<file path="config.mk">
export PLATFORM = sky130hd
export DESIGN_NAME = rbd_row_decoder
export DESIGN_NICKNAME = d
export VERILOG_FILES = /design/src/hdl/rbd_pkg.sv /design/src/hdl/rbd_pal_addr.sv /design/src/hdl/rbd_row_decoder.sv
export VERILOG_INCLUDE_DIRS = /design/src /design/src/hdl
export SDC_FILE = /design/constraint.sdc
export NUM_CORES = 1
export LEC_CHECK = 0
export ABC_CLOCK_PERIOD_IN_PS = 5010
export BUFFER_PORTS_ARGS = -buffer_cell sky130_fd_sc_hd__buf_4
export CAP_MARGIN = 20
export CORE_ASPECT_RATIO = 1.1
export CORE_MARGIN = 3
export CORE_UTILIZATION = 39
export DETAILED_ROUTE_END_ITERATION = 6
export PLACE_DENSITY_LB_ADDON = 0.05
export SLEW_MARGIN = 20
export SYNTH_ARGS = -nofsm -noshare
export SYNTH_HDL_FRONTEND = slang
export SYNTH_HIERARCHICAL = 1
export SYNTH_SLANG_ARGS = --single-unit
</file>
<file path="constraint.sdc">
create_clock -name i_ref_clk -period 5.01 [get_ports i_ref_clk]
set_input_delay 0.501 -clock i_ref_clk [delete_from_list [all_inputs] [get_ports i_ref_clk]]
set_output_delay 0.501 -clock i_ref_clk [all_outputs]
set_load 0.02 [all_outputs]
</file>
<file path="src/hdl/rbd_params.svh">
// rbd_params.svh: offsets, field positions and reset values of the row decoder
// assumes: included by bare name from hdl/ files only
`ifndef RBD_PARAMS_SVH
`define RBD_PARAMS_SVH

// row header byte offsets from the even row base
`define RBD_OFF_MODE 4'h0
`define RBD_OFF_COUNT 4'h2
`define RBD_OFF_ATTR 4'h4
`define RBD_OFF_RANGE 4'h5
`define RBD_OFF_FIRST_CHAR 4'h6
// per-mode offset of the first byte of character z, counted from base + stride * z
`define RBD_SER_OFF 4'h5
`define RBD_BAS_OFF 4'h4
`define RBD_EXT_OFF 4'h3
// bytes per character
`define RBD_STRIDE_SER 2'h1
`define RBD_STRIDE_BAS 2'h2
`define RBD_STRIDE_EXT 2'h3
// last fetch step per group
`define RBD_LAST_HDR 2'h3
`define RBD_LAST_SER 2'h0
`define RBD_LAST_BAS 2'h1
`define RBD_LAST_EXT 2'h2
// serial positions shown as border
`define RBD_SER_BORDER_POS 6'h02
// palette byte addresses of entry 0
`define RBD_FORE_PAL_BASIC 8'h10
`define RBD_BACK_PAL_BASIC 8'h30
`define RBD_FORE_PAL_EXT 8'h50
`define RBD_BACK_PAL_EXT 8'h70
// header fields
`define RBD_MODE_MSB 7
`define RBD_MODE_LSB 6
`define RBD_RCN_MSB 7
`define RBD_RCN_LSB 2
`define RBD_ATTR_FM 7
`define RBD_ATTR_FON 2
`define RBD_ATTR_FR 0
`define RBD_RS_MSB 7
`define RBD_RS_LSB 4
`define RBD_RE_MSB 3
`define RBD_RE_LSB 0
// serial byte fields
`define RBD_SER_ATTR 7
`define RBD_SER_BACK 6
`define RBD_SER_FLASH 5
`define RBD_SER_ITAL 4
// shape byte fields
`define RBD_SHP_CODE_EXTENSION 7
`define RBD_SHP_SPL_MSB 6
`define RBD_SHP_SPL_LSB 5
`define RBD_SHP_FXP 4
`define RBD_SHP_BXP 3
`define RBD_SHP_FOC 2
`define RBD_SHP_SHA 1
`define RBD_SHP_FRC 0
// reset value of the serial pointers and saturation limit of the line counter
`define RBD_PTR_RESET 4'h0
`define RBD_LINE_MAX 7'h7F

`endif

</file>
<file path="src/hdl/rbd_pkg.sv">
// rbd_pkg: types shared by the row decoder files
// assumes: compiled before the modules
package rbd_pkg;
  typedef enum logic [5:0] {
    ST_IDLE = 6'h01,
    ST_ADDR = 6'h02,
    ST_WAIT = 6'h04,
    ST_CAPT = 6'h08,
    ST_DEC = 6'h10,
    ST_EMIT = 6'h20
  } rbd_state_t;
  typedef enum logic [1:0] {
    MODE_SERIAL = 2'h0,
    MODE_BASIC = 2'h1,
    MODE_EXT = 2'h2,
    MODE_RSVD = 2'h3
  } rbd_mode_t;
endpackage

</file>
<file path="src/hdl/rbd_pal_addr.sv">
// rbd_pal_addr: palette pointer to palette byte address
// assumes: purely combinational, registered by the instantiating module
`timescale 1ns/1ps
`default_nettype none
module rbd_pal_addr #(
  parameter logic [7:0] BASIC_BASE = 8'h10,
  parameter logic [7:0] EXT_BASE = 8'h50
)
(
  // pointer and bank selection
  input wire logic [3:0] i_ptr,
  input wire logic i_ext_sel,
  input wire logic i_swap,
  // byte address of the first byte of the entry
  output logic [7:0] o_addr
);
  // two bytes per entry; swap inverts the per-character bank choice
  assign o_addr = ((i_swap ^ i_ext_sel) ? EXT_BASE : BASIC_BASE) + {3'h0, i_ptr, 1'b0};
endmodule // rbd_pal_addr
`default_nettype wire

</file>
<file path="src/hdl/rbd_row_decoder.sv">
// rbd_row_decoder: fetches row header and character bytes from display ram
// per tv line and hands decoded characters to the pixel pipeline
// assumes: synchronous ram with read data one cycle after o_ram_rd,
// strobes come from logic on i_ref_clk
// What this block does
// - row fringe bit gates fringe on all characters
// - outside start/end line range show border
// - large font matrix counts lines in pairs
// - serial bit7 code/attribute, bit6 fore/back
// - serial code low seven bits index font
// - serial first two positions show border
// - serial attributes shown as background space
// - serial byte z fetched at base+5+z
// - back pointer selects entry, zero at 30h
// - foreground flash bit flags following characters
// - italic bit until row end or next foreground
// - fore pointer selects entry, zero at 10h
// - basic code at base+4+2z, palette after
// - palette byte: fore upper, back lower nibble
// - extended code, palette, shape at base+3+3z
// - shape layout depends on font matrix
// - shape bits extend code: three or one
// - small matrix index: extension, split, code
// - row mode from top header bits
// - row shows row character count characters
// - row flash on blanks flagged characters
`timescale 1ns/1ps
`default_nettype none
`include "rbd_params.svh"
module rbd_row_decoder
  import rbd_pkg::*;
#(
  parameter int AW = 9,
  parameter int CW = 6,
  parameter int IW = 11,
  parameter int LW = 7
)
(
  // clock and reset
  input wire logic i_ref_clk,
  input wire logic i_srst,
  // timing strobes and configuration
  input wire logic i_row_start,
  input wire logic i_line_start,
  input wire logic [AW-1:0] i_row_base,
  input wire logic i_palette_swap,
  // display ram read port
  output logic o_ram_rd,
  output logic [AW-1:0] o_ram_addr,
  input wire logic [7:0] i_ram_rdata,
  // character stream
  output logic o_char_valid,
  input wire logic i_char_ready,
  output logic [IW-1:0] o_char_index,
  output logic [7:0] o_fore_pal_addr,
  output logic [7:0] o_back_pal_addr,
  output logic o_border,
  output logic o_space,
  output logic o_flash,
  output logic o_italic,
  output logic o_fringe,
  output logic o_shadow,
  output logic o_char_last,
  // status
  output logic o_line_busy
);
  rbd_state_t state_q;
  rbd_mode_t mode_q;
  logic hdr_q;
  logic [1:0] step_q;
  logic [CW-1:0] z_q;
  logic [AW-1:0] ptr_q;
  logic [AW-1:0] base_q;
  logic [CW-1:0] rcn_q;
  logic fr_q;
  logic fon_q;
  logic fm_q;
  logic [3:0] rs_q;
  logic [3:0] re_q;
  logic [7:0] b0_q;
  logic [7:0] b1_q;
  logic [7:0] b2_q;
  logic [LW-1:0] line_cnt_q;
  logic first_q;
  logic pair_q;
  logic [3:0] ser_fp_q;
  logic [3:0] ser_bp_q;
  logic ser_flash_q;
  logic ser_ital_q;
  logic [1:0] last_step;
  logic [1:0] stride;
  logic [AW-1:0] addr_d;
  logic in_range;
  logic [IW-1:0] idx_d;
  logic [3:0] fp_d;
  logic [3:0] bp_d;
  logic fx_d;
  logic bx_d;
  logic space_d;
  logic border_d;
  logic flash_d;
  logic ital_d;
  logic fringe_d;
  logic shadow_d;
  logic [3:0] ser_fp_d;
  logic [3:0] ser_bp_d;
  logic ser_flash_d;
  logic ser_ital_d;
  logic [7:0] fore_addr_d;
  logic [7:0] back_addr_d;

  // fetch geometry per mode; reserved mode walks like serial and shows border
  always_comb
  begin
    case (mode_q)
      MODE_BASIC:
      begin
        last_step = `RBD_LAST_BAS;
        stride = `RBD_STRIDE_BAS;
      end
      MODE_EXT:
      begin
        last_step = `RBD_LAST_EXT;
        stride = `RBD_STRIDE_EXT;
      end
      default:
      begin
        last_step = `RBD_LAST_SER;
        stride = `RBD_STRIDE_SER;
      end
    endcase
    if (hdr_q)
    begin
      last_step = `RBD_LAST_HDR;
    end
  end

  // header bytes first, then bytes of the current character
  always_comb
  begin
    if (hdr_q)
    begin
      case (step_q)
        2'h0: addr_d = base_q + AW'(`RBD_OFF_MODE);
        2'h1: addr_d = base_q + AW'(`RBD_OFF_COUNT);
        2'h2: addr_d = base_q + AW'(`RBD_OFF_ATTR);
        default: addr_d = base_q + AW'(`RBD_OFF_RANGE);
      endcase
    end
    else
    begin
      addr_d = ptr_q + AW'(step_q);
    end
  end

  // sequencer; a new line start aborts any unfinished walk
  always_ff @(posedge i_ref_clk)
  begin
    if (i_srst)
    begin
      state_q <= ST_IDLE;
      hdr_q <= 1'b0;
      step_q <= 2'h0;
      z_q <= '0;
      ptr_q <= '0;
      base_q <= '0;
    end
    else if (i_line_start)
    begin
      state_q <= ST_ADDR;
      hdr_q <= 1'b1;
      step_q <= 2'h0;
      z_q <= '0;
      base_q <= {i_row_base[AW-1:1], 1'b0};
    end
    else
    begin
      case (state_q)
        ST_IDLE: state_q <= ST_IDLE;
        ST_ADDR: state_q <= ST_WAIT;
        ST_WAIT: state_q <= ST_CAPT;
        ST_CAPT:
        begin
          if (step_q != last_step)
          begin
            step_q <= step_q + 2'h1;
            state_q <= ST_ADDR;
          end
          else if (hdr_q)
          begin
            hdr_q <= 1'b0;
            step_q <= 2'h0;
            z_q <= CW'(1);
            ptr_q <= base_q + AW'(`RBD_OFF_FIRST_CHAR);
            state_q <= (rcn_q == '0) ? ST_IDLE : ST_ADDR;
          end
          else
          begin
            state_q <= ST_DEC;
          end
        end
        ST_DEC: state_q <= ST_EMIT;
        ST_EMIT:
        begin
          if (i_char_ready)
          begin
            if (z_q == rcn_q)
            begin
              state_q <= ST_IDLE;
            end
            else
            begin
              z_q <= z_q + CW'(1);
              ptr_q <= ptr_q + AW'(stride);
              step_q <= 2'h0;
              state_q <= ST_ADDR;
            end
          end
        end
        default: state_q <= ST_IDLE;
      endcase
    end
  end

  // ram port
  always_ff @(posedge i_ref_clk)
  begin
    if (i_srst)
    begin
      o_ram_rd <= 1'b0;
      o_ram_addr <= '0;
    end
    else
    begin
      o_ram_rd <= (state_q == ST_ADDR) && !i_line_start;
      if (state_q == ST_ADDR)
      begin
        o_ram_addr <= addr_d;
      end
    end
  end

  // row header capture
  always_ff @(posedge i_ref_clk)
  begin
    if (i_srst)
    begin
      mode_q <= MODE_SERIAL;
      rcn_q <= '0;
      fr_q <= 1'b0;
      fon_q <= 1'b0;
      fm_q <= 1'b0;
      rs_q <= 4'h0;
      re_q <= 4'h0;
    end
    else if (state_q == ST_CAPT && hdr_q && !i_line_start)
    begin
      case (step_q)
        2'h0: mode_q <= rbd_mode_t'(i_ram_rdata[`RBD_MODE_MSB:`RBD_MODE_LSB]);
        2'h1: rcn_q <= i_ram_rdata[`RBD_RCN_MSB:`RBD_RCN_LSB];
        2'h2:
        begin
          fm_q <= i_ram_rdata[`RBD_ATTR_FM];
          fon_q <= i_ram_rdata[`RBD_ATTR_FON];
          fr_q <= i_ram_rdata[`RBD_ATTR_FR];
        end
        default:
        begin
          rs_q <= i_ram_rdata[`RBD_RS_MSB:`RBD_RS_LSB];
          re_q <= i_ram_rdata[`RBD_RE_MSB:`RBD_RE_LSB];
        end
      endcase
    end
  end

  // character byte capture
  always_ff @(posedge i_ref_clk)
  begin
    if (i_srst)
    begin
      b0_q <= 8'h00;
      b1_q <= 8'h00;
      b2_q <= 8'h00;
    end
    else if (state_q == ST_CAPT && !hdr_q)
    begin
      case (step_q)
        2'h0: b0_q <= i_ram_rdata;
        2'h1: b1_q <= i_ram_rdata;
        default: b2_q <= i_ram_rdata;
      endcase
    end
  end

  // row line counter; font matrix is the one of the previous line header
  always_ff @(posedge i_ref_clk)
  begin
    if (i_srst || i_row_start)
    begin
      line_cnt_q <= '0;
      first_q <= 1'b1;
      pair_q <= 1'b0;
    end
    else if (i_line_start)
    begin
      if (first_q)
      begin
        first_q <= 1'b0;
      end
      else if (fm_q && !pair_q)
      begin
        pair_q <= 1'b1;
      end
      else
      begin
        pair_q <= 1'b0;
        if (line_cnt_q != `RBD_LINE_MAX)
        begin
          line_cnt_q <= line_cnt_q + LW'(1);
        end
      end
    end
  end

  assign in_range = (LW'(rs_q) <= line_cnt_q) && (line_cnt_q < LW'(re_q));

  // character decode
  always_comb
  begin
    ser_fp_d = ser_fp_q;
    ser_bp_d = ser_bp_q;
    ser_flash_d = ser_flash_q;
    ser_ital_d = ser_ital_q;
    idx_d = '0;
    fp_d = 4'h0;
    bp_d = 4'h0;
    fx_d = 1'b0;
    bx_d = 1'b0;
    space_d = 1'b0;
    border_d = !in_range;
    flash_d = 1'b0;
    ital_d = 1'b0;
    fringe_d = fr_q;
    shadow_d = 1'b0;
    case (mode_q)
      MODE_SERIAL:
      begin
        if (b0_q[`RBD_SER_ATTR])
        begin
          if (b0_q[`RBD_SER_BACK])
          begin
            ser_bp_d = b0_q[3:0];
          end
          else
          begin
            ser_fp_d = b0_q[3:0];
            ser_flash_d = b0_q[`RBD_SER_FLASH];
            ser_ital_d = b0_q[`RBD_SER_ITAL];
          end
          space_d = 1'b1;
        end
        else
        begin
          idx_d = IW'(b0_q[6:0]);
          flash_d = ser_flash_q;
        end
        fp_d = ser_fp_d;
        bp_d = ser_bp_d;
        ital_d = ser_ital_d;
        if (z_q <= `RBD_SER_BORDER_POS)
        begin
          border_d = 1'b1;
        end
      end
      MODE_BASIC:
      begin
        idx_d = IW'(b0_q);
        fp_d = b1_q[7:4];
        bp_d = b1_q[3:0];
      end
      MODE_EXT:
      begin
        fp_d = b1_q[7:4];
        bp_d = b1_q[3:0];
        fx_d = b2_q[`RBD_SHP_FXP];
        bx_d = b2_q[`RBD_SHP_BXP];
        flash_d = b2_q[`RBD_SHP_FOC];
        shadow_d = b2_q[`RBD_SHP_SHA];
        fringe_d = fr_q && b2_q[`RBD_SHP_FRC];
        if (fm_q)
        begin
          idx_d = IW'({b2_q[`RBD_SHP_CODE_EXTENSION], b0_q});
        end
        else
        begin
          idx_d = IW'({b2_q[`RBD_SHP_CODE_EXTENSION], b2_q[`RBD_SHP_SPL_MSB:`RBD_SHP_SPL_LSB], b0_q});
        end
      end
      default: border_d = 1'b1;
    endcase
    if (fon_q && flash_d)
    begin
      space_d = 1'b1;
    end
  end

  rbd_pal_addr #(
    .BASIC_BASE(`RBD_FORE_PAL_BASIC),
    .EXT_BASE(`RBD_FORE_PAL_EXT)
  ) u_fore_pal (
    .i_ptr(fp_d),
    .i_ext_sel(fx_d),
    .i_swap(i_palette_swap),
    .o_addr(fore_addr_d)
  );

  rbd_pal_addr #(
    .BASIC_BASE(`RBD_BACK_PAL_BASIC),
    .EXT_BASE(`RBD_BACK_PAL_EXT)
  ) u_back_pal (
    .i_ptr(bp_d),
    .i_ext_sel(bx_d),
    .i_swap(i_palette_swap),
    .o_addr(back_addr_d)
  );

  // serial attribute state lives for one line; every line rereads the buffer
  always_ff @(posedge i_ref_clk)
  begin
    if (i_srst || i_line_start)
    begin
      ser_fp_q <= `RBD_PTR_RESET;
      ser_bp_q <= `RBD_PTR_RESET;
      ser_flash_q <= 1'b0;
      ser_ital_q <= 1'b0;
    end
    else if (state_q == ST_DEC)
    begin
      ser_fp_q <= ser_fp_d;
      ser_bp_q <= ser_bp_d;
      ser_flash_q <= ser_flash_d;
      ser_ital_q <= ser_ital_d;
    end
  end

  // character output; fields hold until the pipeline takes them
  always_ff @(posedge i_ref_clk)
  begin
    if (i_srst)
    begin
      o_char_valid <= 1'b0;
      o_char_index <= '0;
      o_fore_pal_addr <= 8'h00;
      o_back_pal_addr <= 8'h00;
      o_border <= 1'b0;
      o_space <= 1'b0;
      o_flash <= 1'b0;
      o_italic <= 1'b0;
      o_fringe <= 1'b0;
      o_shadow <= 1'b0;
      o_char_last <= 1'b0;
    end
    else if (i_line_start)
    begin
      o_char_valid <= 1'b0;
    end
    else if (state_q == ST_DEC)
    begin
      o_char_valid <= 1'b1;
      o_char_index <= idx_d;
      o_fore_pal_addr <= fore_addr_d;
      o_back_pal_addr <= back_addr_d;
      o_border <= border_d;
      o_space <= space_d;
      o_flash <= flash_d;
      o_italic <= ital_d;
      o_fringe <= fringe_d;
      o_shadow <= shadow_d;
      o_char_last <= (z_q == rcn_q);
    end
    else if (state_q == ST_EMIT && i_char_ready)
    begin
      o_char_valid <= 1'b0;
    end
  end

  // status
  always_ff @(posedge i_ref_clk)
  begin
    if (i_srst)
    begin
      o_line_busy <= 1'b0;
    end
    else
    begin
      o_line_busy <= i_line_start || (state_q != ST_IDLE);
    end
  end
endmodule // rbd_row_decoder
`default_nettype wire

</file>
==> metrics.md <==
| Metric | Value |
|---|---|
| Syn avg cell area | 8.189 µm² |
| Final Worst Setup Slack | 2271 ps |
| Fin Setup TNS | 0 ps |
| Initial DRC Count | about 340 |
| Max VDD drop | roughly 220 µV |
| Element type at the critical path start | flop |
| Hold EP | base_q[6] |
| GP Congestion | around 0.84 |
| Cts hold-fix bufs | 0 |
| Worst-Margin Slew | about 1000 ps |
| Highest clock rate | 0.3651 GHz |
| Die area | 20410 µm² |
| TritonCTS clock tree | yes |
| Synthesis Warnings | 6 |
| R2R Setup Slk | 2270 ps |
| Pwr Total | between 2 and 2.5 mW |
| Largest net degree at the start of global routing | 89 |
| H-tree Lvls | 4 |
| P_leak | 2.981 nW |
| Final Hold Vio Count | 0 |
| Slew margin rel. | 32.50% |
| Largest cells by area after synthesis | dfxtp_1, a21oi_1, mux2i_1 |
| Number of max-cap violations | 0 |
| Clock Sinks | 140 |
| TritonCTS Buffers | 17 |
| I/O Pins | 69 |
| Placed Instance Area | 7799 µm² |
| Clock latency on the worst-skew pair | 430 ps |
| Unrepaired setup endpoints after global routing | no |
| Final Cycle Share | between 50% and 60% |
| EDFF count, synth | 0 |
| Worst Path Max Fanout | 21 |
| Starting Density | between 40% and 50% |
| ANT nets after route | 0 |
| Port bufs | 67 |
| Fin area | 8378 µm² |
| R2R depth | 7 |
| Most frequent cell after synthesis | dfxtp_1 |
| Hold path cells | 3 |
| Reg2reg end | o_ram_addr[8] |
| Top cells by count, synth | dfxtp_1, nand2_1, a21oi_1, nor2_1, nand3_1 |
| Place WS | approximately 2300 ps |
| Post-CTS Resized | 0 |
| Gr usage total | 19.61% |
| Netlist cell types | 69 |
| Crit path DAT | 3060 ps |
| Hold crit path type | primary input to flop |
| Core Util, Final | between 40 and 50% |
| Layout area overhead | 14.70% |
| Worst Hold Launch | i_row_base[6] |
| Avg WL per Cell | approximately 17 µm |
| Antenna cell count | 0 |
| Global-route wire length before repair | 31620 µm |
| CP endpoint kind | flop |
| Power Density | 297.1 nW/µm² |
| R2R Path Start | step_q[1] |
| Post-layout min period | 2739 ps |
| Post-CTS setup buffer count | 0 |
| Max-slew violation count | 0 |
| Number of synthesized register bits | 140 |
| Pre-Repair DR Iteration Count | 5 |
| Sequential-to-total area share from yosys stat | 38.37% |
| Synth Instances | slightly below 900 |
| Worst setup path class | flop to flop |
| CTS Buffer Depth | 2 |
| Final Skew | 11.26 ps |
| Layout Nets | between 900 and 1000 |
| Post-route DRC violation count | 0 |
| Async set-reset flop share out of synthesis | 0% |
| Num rows | between 50 and 60 |
| Worst path required time | 5330 ps |
| Layout fillers | 1760 |
| Cell taking the most area after synthesis | dfxtp_1 |
| Vias in the first global route | 6066 |
| Multi-input logic area | 4034 µm² |
| Post-synth top area share | between 30% and 40% |
| Grt total ovfl | 0 |
| WHS | 308.4 ps |
| Die height | between 100 and 150 µm |
| HPWL Detailed | approximately 14000 µm |
| Clock Pin Slew Worst Setup and Hold Paths | 70 ps |
| Register Area | about 2800 µm² |
| Post-Syn Area | 7305 µm² |
| Vias per cell | ~5.5 |
| Layout cell share with drive strength beyond 1 | a little over an eighth |
| Ys flop type | dfxtp_1 |
| Final Instance Count excl. Fillers | 1165 |
| Routed Wire Length | 19910 µm |
| Final setup violating endpoints | 0 |
| Die Wd | around 140 µm |
| Root buffer cell | clkbuf_16 |
| Initial antenna violation count | 0 |
| Inst Count DP | 1133 |
| Via count | approximately 6400 |
| Status | completed |
| Core Area | about 18000 µm² |
==> cells in the final DEF (no fill, tap or decap), drive strengths merged, types with 5 or more instances in the layout <==
cell       n
dfxtp    140
nand2    118
a21oi     94
nor2      86
buf       72
nand3     52
mux2i     46
inv       38
ha        28
nor3      26
xnor2     17
clkbuf    17
o21ai     17
xor2      13
nand4     10
nand2b     9
a211oi     9
nor2b      8
nor4       8
a221oi     8
or3        7
a31oi      6
or2        6
and2       6
clkinv     6
o2111ai    5
o211ai     5
nor3b      5
o32ai      5
or4        5
==> critical path, cell delays in order, from the launching register on <==
cell,delay (ps)
dfxtp_1,390
inv_1,170
ha_1,670
inv_1,320
or4_1,570
a31oi_1,150
a211oi_1,70
o41ai_1,300
==> sequential cells by signal, indices dropped and copies added (netlist names), 6 cells and up <==
| name | cells |
|---|---|
| line_cnt_q | 7 |
| b0_q | 8 |
| o_ram_addr | 9 |
| z_q | 6 |
| o_fore_pal_addr | 8 |
| rcn_q | 6 |
| b1_q | 8 |
| b2_q | 8 |
| ptr_q | 9 |
| base_q | 8 |
| o_back_pal_addr | 8 |
| state_q | 6 |
| o_char_index | 11 |
==> power breakdown <==
group / leakage, nW / internal [mW] / total [mW] / switching (mW)
sequential: 1.13 / 1.12 / 1.14 / 0.0181
clock: 0.275 / 0.700 / 1.24 / 0.541
combinational: 1.57 / 0.0399 / 0.109 / 0.0695
total: 2.98 / 1.86 / 2.49 / 0.628
==> worst max-delay path by stage <==
stage	start	endpoint	slack, ps	cells past startpoint
after floorplan	mode_q[0]	ptr_q[8]	2440	9
after global placement	step_q[1]	o_ram_addr[8]	2300	7
after detailed placement	mode_q[0]	ptr_q[8]	2270	8
after CTS	mode_q[0]	ptr_q[8]	2260	8
after global routing	step_q[1]	o_ram_addr[8]	2020	7
final	step_q[1]	o_ram_addr[8]	2270	7
==> final cells by class <==
type | instances | area share, %
multi-input combinational | 650 | 48.15
sequential | 140 | 33.45
timing repair buffer | 72 | 6.452
clock buffer | 17 | 5.078
tap | 238 | 3.554
clock inverter | 15 | 1.837
inverter | 33 | 1.478
==> metal layers <==
metal / part of all wire [%] / track usage, % / routed length (µm)
met1: 44 / 24.67 / 8854
met5: 0 / 0 / 0
met2: 48 / 32.99 / 9651
met3: 4.0 / 3.497 / 792
met4: 3.1 / 8.115 / 608
==> cell families (layout without fill, tap and decap cells) <==
family          count (synthesis)  count (layout)  synth area share (%)
compound gates                182             182                 16.15
xor+xnor                       30              30                 3.597
fa+ha+maj                      30              30                 5.344
buf+inv                       103             137                 6.458
flops                         140             140                 38.37
mux                            48              48                 6.612
other cells                     2               3                0.1028
simple gates                  357             357                 23.36
Power figures use the tool's default switching activity.
